**src/bbs_pkg.sv**
```systemverilog
// constants shared by the batch-start decode block
// assumes a 32-bit command dword stream and a 32-bit avalon-mm slave port
package bbs_pkg;
   // ----------------------------------------------------------------
   // command header fields
   // ----------------------------------------------------------------
   localparam int TYPE_MSB = 31;
   localparam int TYPE_LSB = 29;
   localparam int OPC_MSB = 28;
   localparam int OPC_LSB = 23;
   localparam int SEC_BIT = 8;
   localparam int LEN_MSB = 7;
   localparam int LEN_LSB = 0;
   localparam int ADDR_LSB = 2;
   localparam int QW_LSB = 3;
   localparam int STORE_GLOBAL_BIT = 22;
   localparam logic [2:0] TYPE_MEMORY_INTERFACE = 3'h0;
   localparam logic [5:0] OPC_NOOP = 6'h00;
   localparam logic [5:0] OPC_BATCH_END = 6'h0a;
   localparam logic [5:0] OPC_BATCH_START = 6'h31;
   localparam logic [5:0] OPC_STORE_IMM = 6'h20;
   // memory-interface opcodes below this carry no length field
   localparam logic [5:0] OPC_LONG_FIRST = 6'h10;
   localparam logic [8:0] LEN_BIAS_BODY = 9'h001;

   // ----------------------------------------------------------------
   // register map, byte offsets
   // ----------------------------------------------------------------
   localparam logic [3:0] REG_HEAD_LO = 4'h0;
   localparam logic [3:0] REG_HEAD_HI = 4'h4;
   localparam logic [3:0] REG_CTRL = 4'h8;
   localparam logic [3:0] REG_STATUS = 4'hc;
   localparam int CTRL_ENABLE_BIT = 0;
   localparam logic CTRL_ENABLE_RST = 1'b1;
   localparam int STAT_ACTIVE_BIT = 0;
   localparam int STAT_NONSEC_BIT = 1;
   localparam int STAT_DENIED_BIT = 2;
   localparam int HEAD_VALID_BIT = 0;

   typedef enum logic [1:0] {
      ST_HEAD = 2'b00,
      ST_ADDR = 2'b01,
      ST_BODY = 2'b10
   } bbs_state_t;
endpackage
```
**src/bbs_batch_start_decode.sv**
```systemverilog
// batch-start decode: parses the command stream, starts and ends batches
// assumes the fetcher drops prefetched dwords when fetch_start or fetch_return pulses
//
// Overview of operation
// - only command type 0 in header bits 31:29 is a memory-interface command
// - opcode 31h in bits 28:23 starts a batch buffer fetch
// - second dword bits 31:2 give the batch start address
// - security bit one on initial start: non-secure, per-process space, privileges denied
// - security bit zero on initial start: secure, global translation space
// - chained start ignores its security bit and inherits the first buffer's
// - store-immediate to per-process memory stays allowed in non-secure batches
// - batch-end opcode 0Ah inside a batch stops that batch
// - readable qword head pointer of the latest batch with a valid flag
module bbs_batch_start_decode
(
   input wire logic clk_sys,
   input wire logic arst_n,
   input wire logic [31:0] cmd_data,
   input wire logic cmd_valid,
   output logic cmd_ready,
   output logic [31:0] exec_data,
   output logic exec_valid,
   input wire logic exec_ready,
   output logic fetch_start,
   output logic [31:0] fetch_addr,
   output logic fetch_per_process_translation_space,
   output logic fetch_return,
   input wire logic fetch_qword,
   output logic batch_active,
   output logic cmd_denied,
   input wire logic [3:0] avs_address,
   input wire logic avs_read,
   input wire logic avs_write,
   input wire logic [31:0] avs_writedata,
   input wire logic [3:0] avs_byteenable,
   output logic [31:0] avs_readdata,
   output logic avs_waitrequest
);
   // ----------------------------------------------------------------
   // state
   // ----------------------------------------------------------------
   typedef struct packed {
      bbs_pkg::bbs_state_t st;
      logic [8:0] cnt;
      logic fwd;
      logic active;
      logic nonsec;
      logic out_valid;
      logic [31:0] out_data;
      logic fetch_start;
      logic [31:0] fetch_addr;
      logic fetch_per_process_translation_space;
      logic fetch_return;
      logic denied;
      logic denied_sticky;
      logic enable;
      logic ack;
      logic [31:0] rdata;
   } bbs_core_t;

   bbs_core_t s_q;
   bbs_core_t s_d;

   logic dec_mi;
   logic dec_start;
   logic dec_end;
   logic dec_store_ok;
   logic dec_priv;
   logic [8:0] dec_body;
   logic take;
   logic bus_req;
   logic hp_load;
   logic [31:3] hp_head;
   logic hp_valid;

   // ----------------------------------------------------------------
   // header decode and head pointer
   // ----------------------------------------------------------------
   bbs_hdr_decode u_dec
   (
      .hdr(cmd_data),
      .is_mi(dec_mi),
      .is_start(dec_start),
      .is_end(dec_end),
      .is_store_ok(dec_store_ok),
      .is_priv(dec_priv),
      .body_len(dec_body)
   );

   assign hp_load = take && (s_q.st == bbs_pkg::ST_ADDR);

   bbs_head_ptr u_hp
   (
      .clk_sys(clk_sys),
      .arst_n(arst_n),
      .load(hp_load),
      .load_addr(cmd_data),
      .adv(fetch_qword),
      .clear(s_q.fetch_return),
      .head(hp_head),
      .valid(hp_valid)
   );

   function automatic logic [31:0] read_mux(input logic [3:0] a, input bbs_core_t s,
                                            input logic [31:3] head, input logic hv);
      logic [31:0] r;
      r = 32'h0000_0000;
      unique case (a)
         bbs_pkg::REG_HEAD_LO:
         begin
            r[31:bbs_pkg::QW_LSB] = head;
            r[bbs_pkg::HEAD_VALID_BIT] = hv;
         end
         bbs_pkg::REG_CTRL: r[bbs_pkg::CTRL_ENABLE_BIT] = s.enable;
         bbs_pkg::REG_STATUS:
         begin
            r[bbs_pkg::STAT_ACTIVE_BIT] = s.active;
            r[bbs_pkg::STAT_NONSEC_BIT] = s.nonsec;
            r[bbs_pkg::STAT_DENIED_BIT] = s.denied_sticky;
         end
         default: r = 32'h0000_0000;
      endcase
      return r;
   endfunction

   // ----------------------------------------------------------------
   // parser and register file
   // ----------------------------------------------------------------
   // one output slot; parser stalls whenever it is occupied and not drained
   assign cmd_ready = s_q.enable && (!s_q.out_valid || exec_ready);
   assign take = cmd_valid && cmd_ready;
   assign bus_req = avs_read || avs_write;

   always_comb
   begin
      s_d = s_q;
      s_d.fetch_start = 1'b0;
      s_d.fetch_return = 1'b0;
      s_d.denied = 1'b0;
      s_d.ack = 1'b0;
      if (s_q.out_valid && exec_ready)
      begin
         s_d.out_valid = 1'b0;
      end
      if (take)
      begin
         unique case (s_q.st)
            bbs_pkg::ST_HEAD:
            begin
               if (dec_start)
               begin
                  if (!s_q.active)
                  begin
                     s_d.nonsec = cmd_data[bbs_pkg::SEC_BIT];
                  end
                  // chained start keeps nonsec unchanged
                  s_d.cnt = {1'b0, cmd_data[bbs_pkg::LEN_MSB:bbs_pkg::LEN_LSB]};
                  s_d.fwd = 1'b0;
                  s_d.st = bbs_pkg::ST_ADDR;
               end
               else if (dec_end)
               begin
                  // a ring-level batch-end has nothing to stop
                  if (s_q.active)
                  begin
                     s_d.active = 1'b0;
                     s_d.fetch_return = 1'b1;
                  end
               end
               else
               begin
                  s_d.fwd = !(dec_priv && s_q.active && s_q.nonsec);
                  s_d.denied = !s_d.fwd;
                  if (s_d.fwd)
                  begin
                     s_d.out_valid = 1'b1;
                     s_d.out_data = cmd_data;
                  end
                  s_d.cnt = dec_body;
                  s_d.st = (dec_body != 9'h000) ? bbs_pkg::ST_BODY : bbs_pkg::ST_HEAD;
               end
            end
            bbs_pkg::ST_ADDR:
            begin
               // low two bits are reserved and dropped
               s_d.fetch_addr = {cmd_data[31:bbs_pkg::ADDR_LSB], 2'b00};
               s_d.fetch_start = 1'b1;
               s_d.fetch_per_process_translation_space = s_q.nonsec;
               s_d.active = 1'b1;
               s_d.st = (s_q.cnt != 9'h000) ? bbs_pkg::ST_BODY : bbs_pkg::ST_HEAD;
            end
            bbs_pkg::ST_BODY:
            begin
               if (s_q.fwd)
               begin
                  s_d.out_valid = 1'b1;
                  s_d.out_data = cmd_data;
               end
               s_d.cnt = s_q.cnt - 9'h001;
               if (s_q.cnt == 9'h001)
               begin
                  s_d.st = bbs_pkg::ST_HEAD;
               end
            end
            default: s_d.st = bbs_pkg::ST_HEAD;
         endcase
      end
      // bus: answer one cycle after the request appears
      if (bus_req && !s_q.ack)
      begin
         s_d.ack = 1'b1;
         s_d.rdata = read_mux(avs_address, s_q, hp_head, hp_valid);
      end
      if (s_q.ack && avs_write && avs_byteenable[0])
      begin
         if (avs_address == bbs_pkg::REG_CTRL)
         begin
            s_d.enable = avs_writedata[bbs_pkg::CTRL_ENABLE_BIT];
         end
         if ((avs_address == bbs_pkg::REG_STATUS) && avs_writedata[bbs_pkg::STAT_DENIED_BIT])
         begin
            s_d.denied_sticky = 1'b0;
         end
      end
      // a denial in the clearing cycle still lands
      if (s_d.denied)
      begin
         s_d.denied_sticky = 1'b1;
      end
   end

   always_ff @(posedge clk_sys or negedge arst_n)
   begin
      if (!arst_n)
      begin
         s_q <= '0;
         s_q.st <= bbs_pkg::ST_HEAD;
         s_q.enable <= bbs_pkg::CTRL_ENABLE_RST;
      end
      else
      begin
         s_q <= s_d;
      end
   end

   assign exec_data = s_q.out_data;
   assign exec_valid = s_q.out_valid;
   assign fetch_start = s_q.fetch_start;
   assign fetch_addr = s_q.fetch_addr;
   assign fetch_per_process_translation_space = s_q.fetch_per_process_translation_space;
   assign fetch_return = s_q.fetch_return;
   assign batch_active = s_q.active;
   assign cmd_denied = s_q.denied;
   assign avs_readdata = s_q.rdata;
   assign avs_waitrequest = bus_req && !s_q.ack;

   logic head_take;
   assign head_take = take && (s_q.st == bbs_pkg::ST_HEAD);
endmodule // bbs_batch_start_decode

```
**src/bbs_hdr_decode.sv**
```systemverilog
// header classifier for the batch-start decode block
// assumes hdr is the first dword of a command, valid only when so marked
module bbs_hdr_decode
(
   input wire logic [31:0] hdr,
   output logic is_mi,
   output logic is_start,
   output logic is_end,
   output logic is_store_ok,
   output logic is_priv,
   output logic [8:0] body_len
);
   function automatic logic [5:0] opc_of(input logic [31:0] d);
      return d[bbs_pkg::OPC_MSB:bbs_pkg::OPC_LSB];
   endfunction

   function automatic logic opc_is(input logic [31:0] d, input logic [5:0] op);
      return (d[bbs_pkg::TYPE_MSB:bbs_pkg::TYPE_LSB] == bbs_pkg::TYPE_MEMORY_INTERFACE)
         && (opc_of(d) == op);
   endfunction

   logic long_cmd;

   always_comb
   begin
      is_mi = (hdr[bbs_pkg::TYPE_MSB:bbs_pkg::TYPE_LSB] == bbs_pkg::TYPE_MEMORY_INTERFACE);
      is_start = opc_is(hdr, bbs_pkg::OPC_BATCH_START);
      is_end = opc_is(hdr, bbs_pkg::OPC_BATCH_END);
      // store-immediate is only exempt from denial when it targets per-process space
      is_store_ok = opc_is(hdr, bbs_pkg::OPC_STORE_IMM) && !hdr[bbs_pkg::STORE_GLOBAL_BIT];
      is_priv = is_mi && !is_start && !is_end && !is_store_ok
         && !opc_is(hdr, bbs_pkg::OPC_NOOP);
      long_cmd = !is_mi || (opc_of(hdr) >= bbs_pkg::OPC_LONG_FIRST);
      // dwords after the header: length field plus bias minus the header
      body_len = long_cmd
         ? ({1'b0, hdr[bbs_pkg::LEN_MSB:bbs_pkg::LEN_LSB]} + bbs_pkg::LEN_BIAS_BODY)
         : 9'h000;
   end
endmodule // bbs_hdr_decode

```
**src/bbs_head_ptr.sv**
```systemverilog
// qword head pointer of the batch buffer now being fetched
// assumes the fetcher pulses adv once per qword it fetches from the batch
module bbs_head_ptr
(
   input wire logic clk_sys,
   input wire logic arst_n,
   input wire logic load,
   input wire logic [31:0] load_addr,
   input wire logic adv,
   input wire logic clear,
   output logic [31:3] head,
   output logic valid
);
   typedef struct packed {
      logic [31:3] head;
      logic valid;
   } bbs_hp_t;

   bbs_hp_t s_q;
   bbs_hp_t s_d;

   always_comb
   begin
      s_d = s_q;
      if (clear)
      begin
         s_d.valid = 1'b0;
      end
      else if (load)
      begin
         s_d.head = load_addr[31:bbs_pkg::QW_LSB];
         s_d.valid = 1'b1;
      end
      else if (adv && s_q.valid)
      begin
         s_d.head = s_q.head + 29'h0000_0001;
      end
   end

   always_ff @(posedge clk_sys or negedge arst_n)
   begin
      if (!arst_n)
      begin
         s_q <= '0;
      end
      else
      begin
         s_q <= s_d;
      end
   end

   assign head = s_q.head;
   assign valid = s_q.valid;
endmodule // bbs_head_ptr

```
**config.mk**
```make
export PLATFORM = sky130hd
export DESIGN_NAME = bbs_batch_start_decode
export DESIGN_NICKNAME = d
export VERILOG_FILES = /design/src/bbs_pkg.sv /design/src/bbs_batch_start_decode.sv /design/src/bbs_hdr_decode.sv /design/src/bbs_head_ptr.sv
export SDC_FILE = /design/constraint.sdc
export NUM_CORES = 1
export LEC_CHECK = 0
export ABC_AREA = 1
export ABC_CLOCK_PERIOD_IN_PS = 2250
export BUFFER_PORTS_ARGS = -buffer_cell sky130_fd_sc_hd__buf_4
export CORE_MARGIN = 2
export CORE_UTILIZATION = 46
export DETAILED_ROUTE_END_ITERATION = 8
export GPL_ROUTABILITY_DRIVEN = 0
export PLACE_DENSITY_LB_ADDON = 0.25
export SLEW_MARGIN = 20
export SYNTH_ARGS = -nofsm -noshare
export SYNTH_HDL_FRONTEND = slang
export SYNTH_SLANG_ARGS = --single-unit
```
**constraint.sdc**
```tcl
create_clock -name clk_sys -period 2.25 [get_ports clk_sys]
set_clock_uncertainty 0.05 [all_clocks]
set_input_delay 0.1125 -clock clk_sys [delete_from_list [all_inputs] [get_ports clk_sys]]
set_output_delay 0.1125 -clock clk_sys [all_outputs]
set_load 0.01 [all_outputs]
```
# Word level (Yosys, flattened, before mapping)
# Cells that the tools add are included.
# totals
register_bits	146
in_bits	79
output_inout_bits	104
wordCells	130
# classes
n_addsub	3
n_lt_le_gt_ge	1
n_eq_ne	16
n_mux	36
bitwise_logic	2
n_reduce_logical	54
# op_table
cell	n
33-bit 2-to-1 mux	5
29-bit 2-to-1 mux	3
69-bit 2-to-1 mux	1
33-bit one-hot mux with 2 select lines	1
34-bit 2-to-1 mux	1
29-bit by 1-bit adder with 29-bit output, second input constant	1
12-bit 2-to-1 mux	2
1-bit logical AND	20
9-bit one-hot mux with 2 select lines	1
9-bit nonzero test	2
2-bit 2-to-1 mux	7
2-bit != test, second input constant	7
6-bit == test, second input constant	2
2-bit nonzero test	6
1-bit 2-to-1 mux	11
8-bit by 1-bit adder with 9-bit output, second input constant	1
9-bit by 1-bit == test with 1-bit output, second input constant	1
1-bit zero test	9
9-bit 2-to-1 mux	1
3-bit AND reduction	3
9-bit by 1-bit subtractor with 9-bit output, second input constant	1
4-bit == test, second input constant	2
2-bit AND reduction	4
4-bit AND reduction	2
other kinds (15)	18

# Logic depth before layout (Yosys ltp)
# Gate-level depths: netlist (run 1).
# depth
depth_word	16
depth_mapped	11
mapped_depth_nobuf	11

# Hierarchy
# A second synthesis (run 1) with hierarchy kept.
# unflattened
hier_cells	1130
area_unflattened_um2	8418.1
# modules_own_cells
mod	instances	cells_per_inst	area_each_um2	seq_area_each_um2
bbs_batch_start_decode	1	678	5774.3	2904.0
bbs_head_ptr	1	383	2324.7	750.7
bbs_hdr_decode	1	69	319.1	0.0

# Least setup slack after synthesis (run 1)
# OpenSTA, ideal clock, no wires.
# synth_path
path_kind	register to register
start	reg s_q[33] in the netlist's numbering
end	reg s_q, in the netlist exec_data[0]
setup_ns	0.117
t_arrival_ns	1.535
required_time_ns	2.083
slack_ns	0.548
path_stages_with_launch	11
path_buffers	1
path_cell_list	dfstp_2 > inv_2 > nor2_4 > nand2_4 > inv_2 > o211ai_1 > nor2_2 > nand3_4 > buf_4 > nand2_1 > nand2_1
# synth_via
elab_chain_cells	3
# synth_rtl
element	line_no	rtl
from (decl)	bbs_batch_start_decode.sv:61	bbs_core_t s_q;
1-bit logical AND	bbs_batch_start_decode.sv:130	assign cmd_ready = s_q.enable && (!s_q.out_valid || exec_ready);
via cmd_ready	bbs_batch_start_decode.sv:20	output logic cmd_ready,
1-bit logical AND	bbs_batch_start_decode.sv:131	assign take = cmd_valid && cmd_ready;
6-bit AND reduction (no source line)	-	
# The timed path passes the listed nets, and every way through them passes these cells.
# A chain may end at the register's enable or synchronous reset.

# Worst setup path in the final report (run 1)
# layout_path
start	reg s_q[32] in the netlist's numbering
end	reg s_q[33] in the netlist's numbering
# layout_via
elab_chain_cells	3
# layout_rtl
element	line_no	rtl
1-bit logical AND (2 in series)	bbs_batch_start_decode.sv:214	if (s_q.ack && avs_write && avs_byteenable[0])
2-bit AND reduction (no source line)	-	
# Every way passes these cells.

==> results of run 1 <==
==> metrics by stage <==
stage / hold WS, ns / setup WS (ns) / std cells / utilization, %
2_1_floorplan: -0.2331 / 0.5480 / 1044 / -
5_1_grt: 0.04313 / 0.03391 / 1372 / 57.12
4_1_cts: 0.009082 / 0.07799 / 1372 / 57.08
3_3_place_gp: 0.1016 / 0.2983 / 1298 / 50.78
3_5_place_dp: 0.1025 / 0.2637 / 1298 / 50.78
6_report: 0.02784 / 0.1306 / 1372 / 57.12
==> area by class of cell <==
class	instances	area share [%]
sequential	146	37.12
multi-input combinational	683	32.96
timing repair buffer	210	17.37
clock buffer	18	4.359
inverter	76	2.923
tap	225	2.859
clock inverter	14	2.402
==> how the worst max path moves through the flow <==
stage                          endpoint          from  slack, ns  depth (start not counted)
after floorplan            exec_data[0]       s_q[33]       0.55                         10
after global placement    u_hp.head[25]  u_hp.head[4]       0.30                         11
after detailed placement  exec_data[11]       s_q[33]       0.26                          9
after CTS                       s_q[33]       s_q[32]       0.08                          6
final                           s_q[33]       s_q[32]       0.13                          6
after global routing            s_q[33]       s_q[32]       0.03                          6
==> logic make-up (layout without fill, tap and decap cells) <==
family                   after synthesis  count (layout)
other                                  1               2
AND/OR/NAND/NOR                      522             522
flip-flops                           146             146
XOR/XNOR                              12              12
multiplexers                           1               1
AO/OA/AOI/OAI                        142             142
buffers and inverters                215             318
adder cells (fa/ha/maj)                4               4
==> cell usage after synthesis (all sizes together) <==
cell	count
a211oi	1
a21boi	3
a21oi	42
a22oi	2
a31oi	9
and2	1
and3	1
buf	122
clkbuf	17
clkinv	2
conb	1
dfrtp	145
dfstp	1
ha	4
inv	74
mux2	1
nand2	324
nand3	39
nand3b	1
nand4	38
nor2	99
nor3	17
nor4	2
o211ai	2
o21ai	56
o22ai	2
o31ai	25
xor2	12
==> per-layer routing <==
metal  global-route usage [%]  up-vias
met5                        0        -
met2                    35.61      225
met1                    34.09     3310
li1                         -     3472
met3                    7.148       24
met4                    5.556        0
==> where the power goes <==
part	total (mW)	internal [mW]	leakage [nW]	switching [mW]
Combinational	4.31	1.78	2.90	2.53
Clock	3.23	2.08	0.320	1.15
Sequential	4.30	3.55	1.82	0.755
Total	11.8	7.41	5.05	4.43
==> what timing repair did <==
item                       CTS  global route
resized for setup            0             1
setup endpoints to repair    0             1
hold endpoints to repair   143             0
hold buffers                42             0
==> worst max-delay path: cells and delay by family (launching register included) <==
kind                   cells  cell delay [ns]
buffers and inverters      2             1.13
AND/OR/NAND/NOR            3             0.47
flip-flops                 1             0.34
AO/OA/AOI/OAI              1             0.07
==> sequential cells by signal, indices dropped and copies added, names as in the netlist <==
name / cells
exec_valid: 1
u_hp.head: 29
s_q: 16
fetch_start: 1
exec_data: 32
fetch_return: 1
cmd_denied: 1
batch_active: 1
fetch_addr: 30
fetch_per_process_translation_space: 1
u_hp.valid: 1
avs_readdata: 32
==> metrics.cfg, run 1 <==
[setup_path]
rr_startpoint=s_q[32]
critPathKind=register to register
critical_path_peak_fanout=2
rrSetupSlack_ns=0.13
max_stage_delay_ns=0.57
cp_slowest_cell=dlygate4sd3_1
crit_top_cell=dlygate4sd3_1
endpoint_kind=register
reg2reg_to=s_q[33]
critPathArrivalTime_ns=2.44
worstRegToRegCells=6
critical_path.cell_chain=nand3_1 > nor4_2 > nand2_1 > dlygate4sd3_1 > o21ai_0 > dlygate4sd3_1
crit_required_ns=2.57
startpoint_type=register

[grt]
grt_max_degree=65
grtUsageTotal_pct=23.84
antenna_found_initial=0
grt_pass1_wl_mm=34.37
grt_remaining_overflow=0
first_global_vias=6566

[pwr]
leakage_nw=5.046
power.density_mw_per_mm2=1203
p_total_mw=11.84
irDropWorstVdd_mv=0.6423

[run]
maxCapViolCount=0

[synthesis]
muxShareOfSynthArea_pct=0.1391
yosys-top-cells-area=dfrtp_1 45%, nand2_1 15%, buf_4 9.5%, nor2_1 4.2%, inv_1 3.1%
synth_xor_area_share_pct=1.298
ys_ff_latch=146
syn_avg_cell_area_um2=7.763
yosys.area_share.simple_pct=27.62
syn_area_mm2=0.008097
yosysWarningCount=0
synth_top_cell_by_area=dfrtp_1
yosys.area.top_type_share_pct=44.82
syn_inst=1043
synth-compound-area-share_pct=10.11
synth-adder-area-share_pct=0.6181
ys_seq_area_share_pct=45.14
synth_top_family_by_area=simple AND/OR/NAND/NOR gates
synthDistinctLibCells=41

[status]
status=completed

[clock_network]
numCtsBuffers=17
cts_sinks=146
htree_levels=4
clk_path_buf_depth=2
cts_root_buf=clkbuf_16
cts_tree=built
cts.reportedPaths.clkPinSlew_ns=0.06
postCtsSetupRepairBufs=0
clock_latency_ns=0.43

[timing]
tns_ns=0
period_minus_slack_ns=2.119
relSlewSlack_pct=58.54
hold_viol_final=0
rsz0062_at_grt=no
fmax_mhz=471.8
worstMarginPinSlew_ns=0.6219
drv_slew=0
fin_crit_sh_pct=94.20
setup_violations=0

[drt]
ant_nets=0
wirelength_mm=21.40
dr.pass1.iters=6
dr.first_iter.drc_count=538
wl_met2_mm=9.762
dr_wl_met3_mm=1.683
vias_per_cell=5.125
drcViolationCount=0
routed.top_layer=met4
post_drt_wl_per_cell_um=15.60
num_vias=7031
met1_length_mm=9.749

[layout]
drive_above_1_share_pct=20.05
final_common_cell=nand2_1
layout_common_cells=321 x nand2_1, 165 x buf_4, 145 x dfrtp_1, 91 x nor2_1, 67 x inv_1
seqCellArea_mm2=0.003655
diodes=0
fillers=1584
design_area_mm2=0.009846
layout.nets=1217
synthToLayoutAreaGrowth_pct=21.60
multi_input_area_mm2=0.003246

[place]
hpwlAfterDp_mm=15.13
portBuffers=147
place_area_mm2=0.008753

[die]
die_y_um=136.7
rows=48
coreArea_mm2=0.01724
start_util_pct=46.97
die-area_mm2=0.01868
die_w_um=136.7
ios=183

[worst_hold_path]
hold_path.class=input port to register
worstHoldStart=avs_address[2]
hold_path_end=avs_readdata[0]
hold_depth=4

Power figures use the tool's default switching activity.
==> inputs of run 2 (changes only) <==
--- a/config.mk
+++ b/config.mk
@@ -6,7 +6,7 @@
 export NUM_CORES = 1
 export LEC_CHECK = 0
 export ABC_AREA = 1
-export ABC_CLOCK_PERIOD_IN_PS = 2250
+export ABC_CLOCK_PERIOD_IN_PS = 2000
 export BUFFER_PORTS_ARGS = -buffer_cell sky130_fd_sc_hd__buf_4
 export CORE_MARGIN = 2
 export CORE_UTILIZATION = 46
@@ -16,4 +16,5 @@
 export SLEW_MARGIN = 20
 export SYNTH_ARGS = -nofsm -noshare
 export SYNTH_HDL_FRONTEND = slang
+export SYNTH_HIERARCHICAL = 1
 export SYNTH_SLANG_ARGS = --single-unit
==> constraint.sdc (replaced) <==
create_clock -name clk_sys -period 2 [get_ports clk_sys]
set_clock_uncertainty 0.05 [all_clocks]
set_input_delay 0.1 -clock clk_sys [delete_from_list [all_inputs] [get_ports clk_sys]]
set_output_delay 0.1 -clock clk_sys [all_outputs]
set_load 0.01 [all_outputs]
==> metrics.cfg, run 2 <==
[layout]
fillers=1639  ; +3.5%
layout_common_cells=325 x nand2_1, 170 x buf_4, 145 x dfrtp_1, 114 x nor2_1, 107 x inv_1
multi_input_area_mm2=0.003415  ; +5.2%
instances_no_fill=1471  ; +7.2%
synthToLayoutAreaGrowth_pct=21.34
drive_above_1_share_pct=22.38  ; +2.3 points
final_common_cell=nand2_1
diodes=0  ; unchanged
layout.nets=1314  ; +8.0%
final_util_pct=56.84  ; -0.28 points
seqCellArea_mm2=0.003655  ; unchanged

[grt]
grt_pass1_wl_mm=35.76  ; +4.1%
grt_max_degree=63  ; -3.1%
first_global_vias=6968  ; +6.1%
grt_remaining_overflow=0  ; unchanged
grtUsageTotal_pct=22.81  ; -1.0 points
antenna_found_initial=0  ; unchanged

[pwr]
power.switching_mw=4.495  ; +1.4%
p_clk_share_pct=27.2  ; about the same
comb_power_share_pct=34.9  ; -1.5 points
power.density_mw_per_mm2=1211  ; +0.74%
pwr-share-seq_pct=37.9  ; +1.6 points
p_int_mw=7.874  ; +6.3%
irDropWorstVdd_mv=0.7741  ; +21%
switching_share_pct=36.34  ; -1.1 points
leakage_nw=5.172  ; +2.5%

[place]
portBuffers=147  ; unchanged
hpwlAfterDp_mm=15.73  ; +4.0%
place_inst=1398  ; +7.7%

[drt]
wirelength_mm=22.45  ; +4.9%
num_vias=7457  ; +6.1%
dr.first_iter.drc_count=613  ; +14%
vias_per_cell=5.069  ; -1.1%
drcViolationCount=0  ; unchanged
ant_nets=0  ; unchanged
dr.pass1.iters=5  ; -1
post_drt_wl_per_cell_um=15.26  ; -2.2%

[setup_path]
startpoint_type=input port
crit_required_ns=2.24  ; -0.33 ns
critical_path.cell_chain=dlygate4sd3_1 > buf_4 > nor2_2 > nand3_4 > a21oi_2 > nor2_1 > nand3_1 > nand3_1 > o21ai_2 > nand3_4 > buf_8 > nand2_1 > o21ai_0
endpoint_kind=register
cp_slowest_cell=dlygate4sd3_1
critPathArrivalTime_ns=2.17  ; -0.27 ns
max_stage_delay_ns=0.57  ; about the same
critical_path_peak_fanout=17  ; +15
critPathKind=input port to register

[timing]
drv_slew=0  ; unchanged
relSlewSlack_pct=33.62  ; -25 points
fmax_mhz=518.7
period_minus_slack_ns=1.928
hold_viol_final=0  ; unchanged
fin_crit_sh_pct=96.40
worstMarginPinSlew_ns=0.9946  ; +0.3727 ns
setup_violations=0  ; unchanged

[clock_network]
cts_root_buf=clkbuf_16
htree_levels=4  ; unchanged
numCtsBuffers=17  ; unchanged
cts_tree=built
clk_path_buf_depth=2  ; unchanged
clock_latency_ns=0.42  ; about the same
cts_sinks=146  ; unchanged
cts.reportedPaths.clkPinSlew_ns=0.06  ; about the same

[die]
rows=49  ; +2.1%
coreArea_mm2=0.01796  ; +4.2%
start_util_pct=46.84  ; -0.13 points
die_y_um=139.2  ; +1.9%
die-area_mm2=0.01939  ; +3.8%
die_w_um=139.2  ; +1.9%
ios=183  ; unchanged

[synthesis]
syn_area_mm2=0.008414  ; +3.9%
yosysWarningCount=6  ; +6
syn_inst=1129  ; +8.2%
syn_avg_cell_area_um2=7.453  ; -4.0%

[worst_hold_path]
hold_path.class=input port to register

[run]
maxCapViolCount=0  ; unchanged

[status]
status=completed

[run 2: area by class of cell]
type	count	share of cell area, %
clock buffer	22	4.841
sequential	146	35.80
multi-input combinational	736	33.44
inverter	113	4.203
clock inverter	8	1.225
tap	229	2.806
timing repair buffer	217	17.68
[run 2: per-layer routing]
layer | share of wire, % | global-route usage (%) | vias up
met5 | 0 | 0 | -
met4 | 1.7 | 6.645 | 0
met3 | 5.6 | 5.231 | 35
met2 | 47 | 35.86 | 234
met1 | 46 | 31.74 | 3538
li1 | - | - | 3650
[run 2: power groups by stage]
stage / sequential, mW / clock [mW] / combinational (mW)
4_1_cts: 4.68 / 3.41 / 4.14
5_1_grt: 4.82 / 3.54 / 4.77
3_5_place_dp: 4.72 / 0 / 4.06
3_3_place_gp: 4.70 / 0 / 3.96
2_1_floorplan: 4.46 / 0 / 3.24
6_report: 4.69 / 3.36 / 4.32
[run 2: worst paths after layout]
check                               startpoint              end  slack [ns]  depth (start not counted)
max in group asynchronous               arst_n    u_hp/head[12]        1.03                          3
min in group asynchronous               arst_n  avs_readdata[1]        0.16                          2
worst max register to register         s_q[33]    u_hp/head[12]        0.10                         12
worst min-delay path            avs_address[0]          s_q[33]        0.01                          6
worst max-delay path              cmd_data[27]     exec_data[1]        0.07                         13
worst min register to register    fetch_return       u_hp/valid        0.42                          1
[run 2: metrics by stage]
stage                     setup TNS [ns]  cell area, um^2  power, mW  hold WS [ns]  setup WS (ns)
after floorplan                        0             8418      7.705       -0.2456        0.02200
after global placement                 0             9085      8.658       0.05656        0.05982
after detailed placement       -0.006740             9085      8.773       0.05675      -0.006345
after CTS                              0            10090      12.23      0.005834        0.03551
after global routing             -0.2577            10210      13.13       0.06115       -0.02380
final                                  0            10210      12.37       0.01490        0.07204
[run 2: worst max-delay path, delay by kind of cell]
kind            cells  cell delay [ns]
buf+inv             3             0.94
simple gates        7             0.80
compound gates      3             0.33
[run 2: repair_timing]
action,in CTS,in global routing
pin swaps,0,3
hold endpoints to repair,127,0
resized for setup,2,17
buffers inserted,0,3
hold buffers,38,0
cloned,0,2
setup endpoints to repair,9,50
==> inputs of run 3 (changes only) <==
--- a/config.mk
+++ b/config.mk
@@ -6,8 +6,9 @@
 export NUM_CORES = 1
 export LEC_CHECK = 0
 export ABC_AREA = 1
-export ABC_CLOCK_PERIOD_IN_PS = 2000
+export ABC_CLOCK_PERIOD_IN_PS = 2400
 export BUFFER_PORTS_ARGS = -buffer_cell sky130_fd_sc_hd__buf_4
+export CAP_MARGIN = 5
 export CORE_MARGIN = 2
 export CORE_UTILIZATION = 46
 export DETAILED_ROUTE_END_ITERATION = 8
==> constraint.sdc (replaced) <==
create_clock -name clk_sys -period 2.4 [get_ports clk_sys]
set_clock_uncertainty 0.05 [all_clocks]
set_input_delay 0.12 -clock clk_sys [delete_from_list [all_inputs] [get_ports clk_sys]]
set_output_delay 0.12 -clock clk_sys [all_outputs]
set_load 0.01 [all_outputs]
==> metrics.cfg, run 3 (synthesized netlist as in run 2, its figures left out) <==
[status]
status=completed

[layout]
layout_common_cells=328 x nand2_1, 160 x buf_4, 145 x dfrtp_1, 116 x nor2_1
final_util_pct=55.55  ; -1.3 points
synthToLayoutAreaGrowth_pct=18.59
final_common_cell=nand2_1
instances_no_fill=1456  ; -1.0%
layout.nets=1297  ; -1.3%
diodes=0  ; unchanged
drive_above_1_share_pct=20.70  ; -1.7 points
design_area_mm2=0.009978  ; -2.3%

[setup_path]
rrSetupSlack_ns=0.27  ; +0.17 ns
crit_required_ns=2.67  ; +0.43 ns
worstSetupStartpoint=cmd_data[30]
worstRegToRegCells=11  ; -1
critical_path_peak_fanout=14  ; -3
startpoint_type=input port
endpoint_kind=register
reg2reg_to=u_hp/head[6]
crit_end=s_q[115]
rr_startpoint=s_q[33]
critPathArrivalTime_ns=2.44  ; +0.27 ns
critPathKind=input port to register

[clock_network]
cts_tree=built
clock_latency_ns=0.43  ; about the same
cts_root_buf=clkbuf_16
cts.reportedPaths.clkPinSlew_ns=0.06  ; about the same
cts_sinks=146  ; unchanged
postCtsSetupRepairBufs=0  ; unchanged
clk_path_buf_depth=2  ; unchanged
htree_levels=4  ; unchanged
numCtsBuffers=17  ; unchanged

[drt]
dr.first_iter.drc_count=527  ; -14%
vias_per_cell=5.005  ; -1.3%
met1_length_mm=9.931  ; -3.9%
routed.top_layer=met4
ant_nets=0  ; unchanged
post_drt_wl_per_cell_um=14.77  ; -3.2%
num_vias=7287  ; -2.3%
wirelength_mm=21.51  ; -4.2%
dr.pass1.iters=7  ; +2
dr_wl_met3_mm=1.361  ; +8.5%
wl_met2_mm=9.776  ; -6.6%
drcViolationCount=0  ; unchanged

[timing]
hold_viol_final=0  ; unchanged
fin_ws_ns=0.2345  ; +0.1624 ns
rsz0062_at_grt=no
drv_slew=0  ; unchanged
whs_ns=0.02350  ; +0.008597 ns
fmax_mhz=461.8
worstMarginPinSlew_ns=0.6072  ; -0.3874 ns
tns_ns=0  ; unchanged
period_minus_slack_ns=2.166
fin_crit_sh_pct=90.23
relSlewSlack_pct=59.52  ; +26 points
setup_violations=0  ; unchanged

[grt]
antenna_found_initial=0  ; unchanged
first_global_vias=6820  ; -2.1%
grtUsageTotal_pct=22.40  ; -0.40 points
grt_pass1_wl_mm=34.91  ; -2.4%
grt_max_degree=63  ; unchanged
grt_remaining_overflow=0  ; unchanged

[die]
start_util_pct=46.84  ; unchanged
die_w_um=139.2  ; unchanged
rows=49  ; unchanged
die-area_mm2=0.01939  ; unchanged
ios=183  ; unchanged
die_y_um=139.2  ; unchanged
coreArea_mm2=0.01796  ; unchanged

[place]
place_area_mm2=0.008990  ; -1.0%
pre_cts_ws_ns=0.2598  ; +0.2661 ns
hpwlAfterDp_mm=15.52  ; -1.4%
portBuffers=147  ; unchanged
place_inst=1387  ; -0.79%

[run]
maxCapViolCount=0  ; unchanged

[pwr]
power.density_mw_per_mm2=1004  ; -17%
irDropWorstVdd_mv=0.6133  ; -21%
p_total_mw=10.01  ; -19%
leakage_nw=5.054  ; -2.3%

[worst_hold_path]
hold_path.class=input port to register

[run 3: critical path: stages]
cell	delay, ns
dlygate4sd3_1	0.53
buf_4	0.16
nor2_2	0.16
nand2_1	0.09
nor3_1	0.35
nor2_1	0.15
nand2_1	0.17
nand2_1	0.11
nor2_4	0.29
o21ai_0	0.17
nand2_1	0.08
nand2_1	0.04
[run 3: layout make-up]
| cell class | count | area [um^2] |
|---|---|---|
| inverters | 113 | 426.7 |
| clock buffers | 20 | 456.7 |
| fillers | 1682 | 7985 |
| flip-flops and latches | 146 | 3655 |
| clock inverters | 12 | 156.4 |
| multi-input cells | 736 | 3374 |
| well taps | 229 | 286.5 |
| repair buffers | 200 | 1623 |
[run 3: timing repair]
action	CTS	global route
endpoints found under the hold margin	148	0
setup endpoints to repair	0	5
hold buffers	37	0
resized for setup	0	1
[run 3: worst min path at each step]
stage	from	to	slack, ns	depth (start not counted)
2_1_floorplan	arst_n	avs_readdata[0]	-0.23	0
3_3_place_gp	arst_n	u_hp/head[27]	0.01	1
3_5_place_dp	arst_n	u_hp/head[27]	0.02	1
4_1_cts	cmd_data[27]	exec_data[27]	0.006	3
5_1_grt	cmd_data[27]	exec_data[27]	0.03	3
6_report	avs_write	s_q[33]	0.02	5
[run 3: report_power, final]
part / internal (mW) / leakage (nW) / switching, mW
registers: 3.23 / 1.89 / 0.700
clock network: 1.69 / 0.289 / 1.08
logic: 1.43 / 2.87 / 1.88
[run 3: per-layer routing]
| metal | global-route usage, % | up-vias |
|---|---|---|
| met3 | 5.058 | 30 |
| met4 | 7.815 | 0 |
| li1 | - | 3627 |
| met2 | 34.26 | 231 |
| met5 | 0 | - |
| met1 | 31.51 | 3399 |
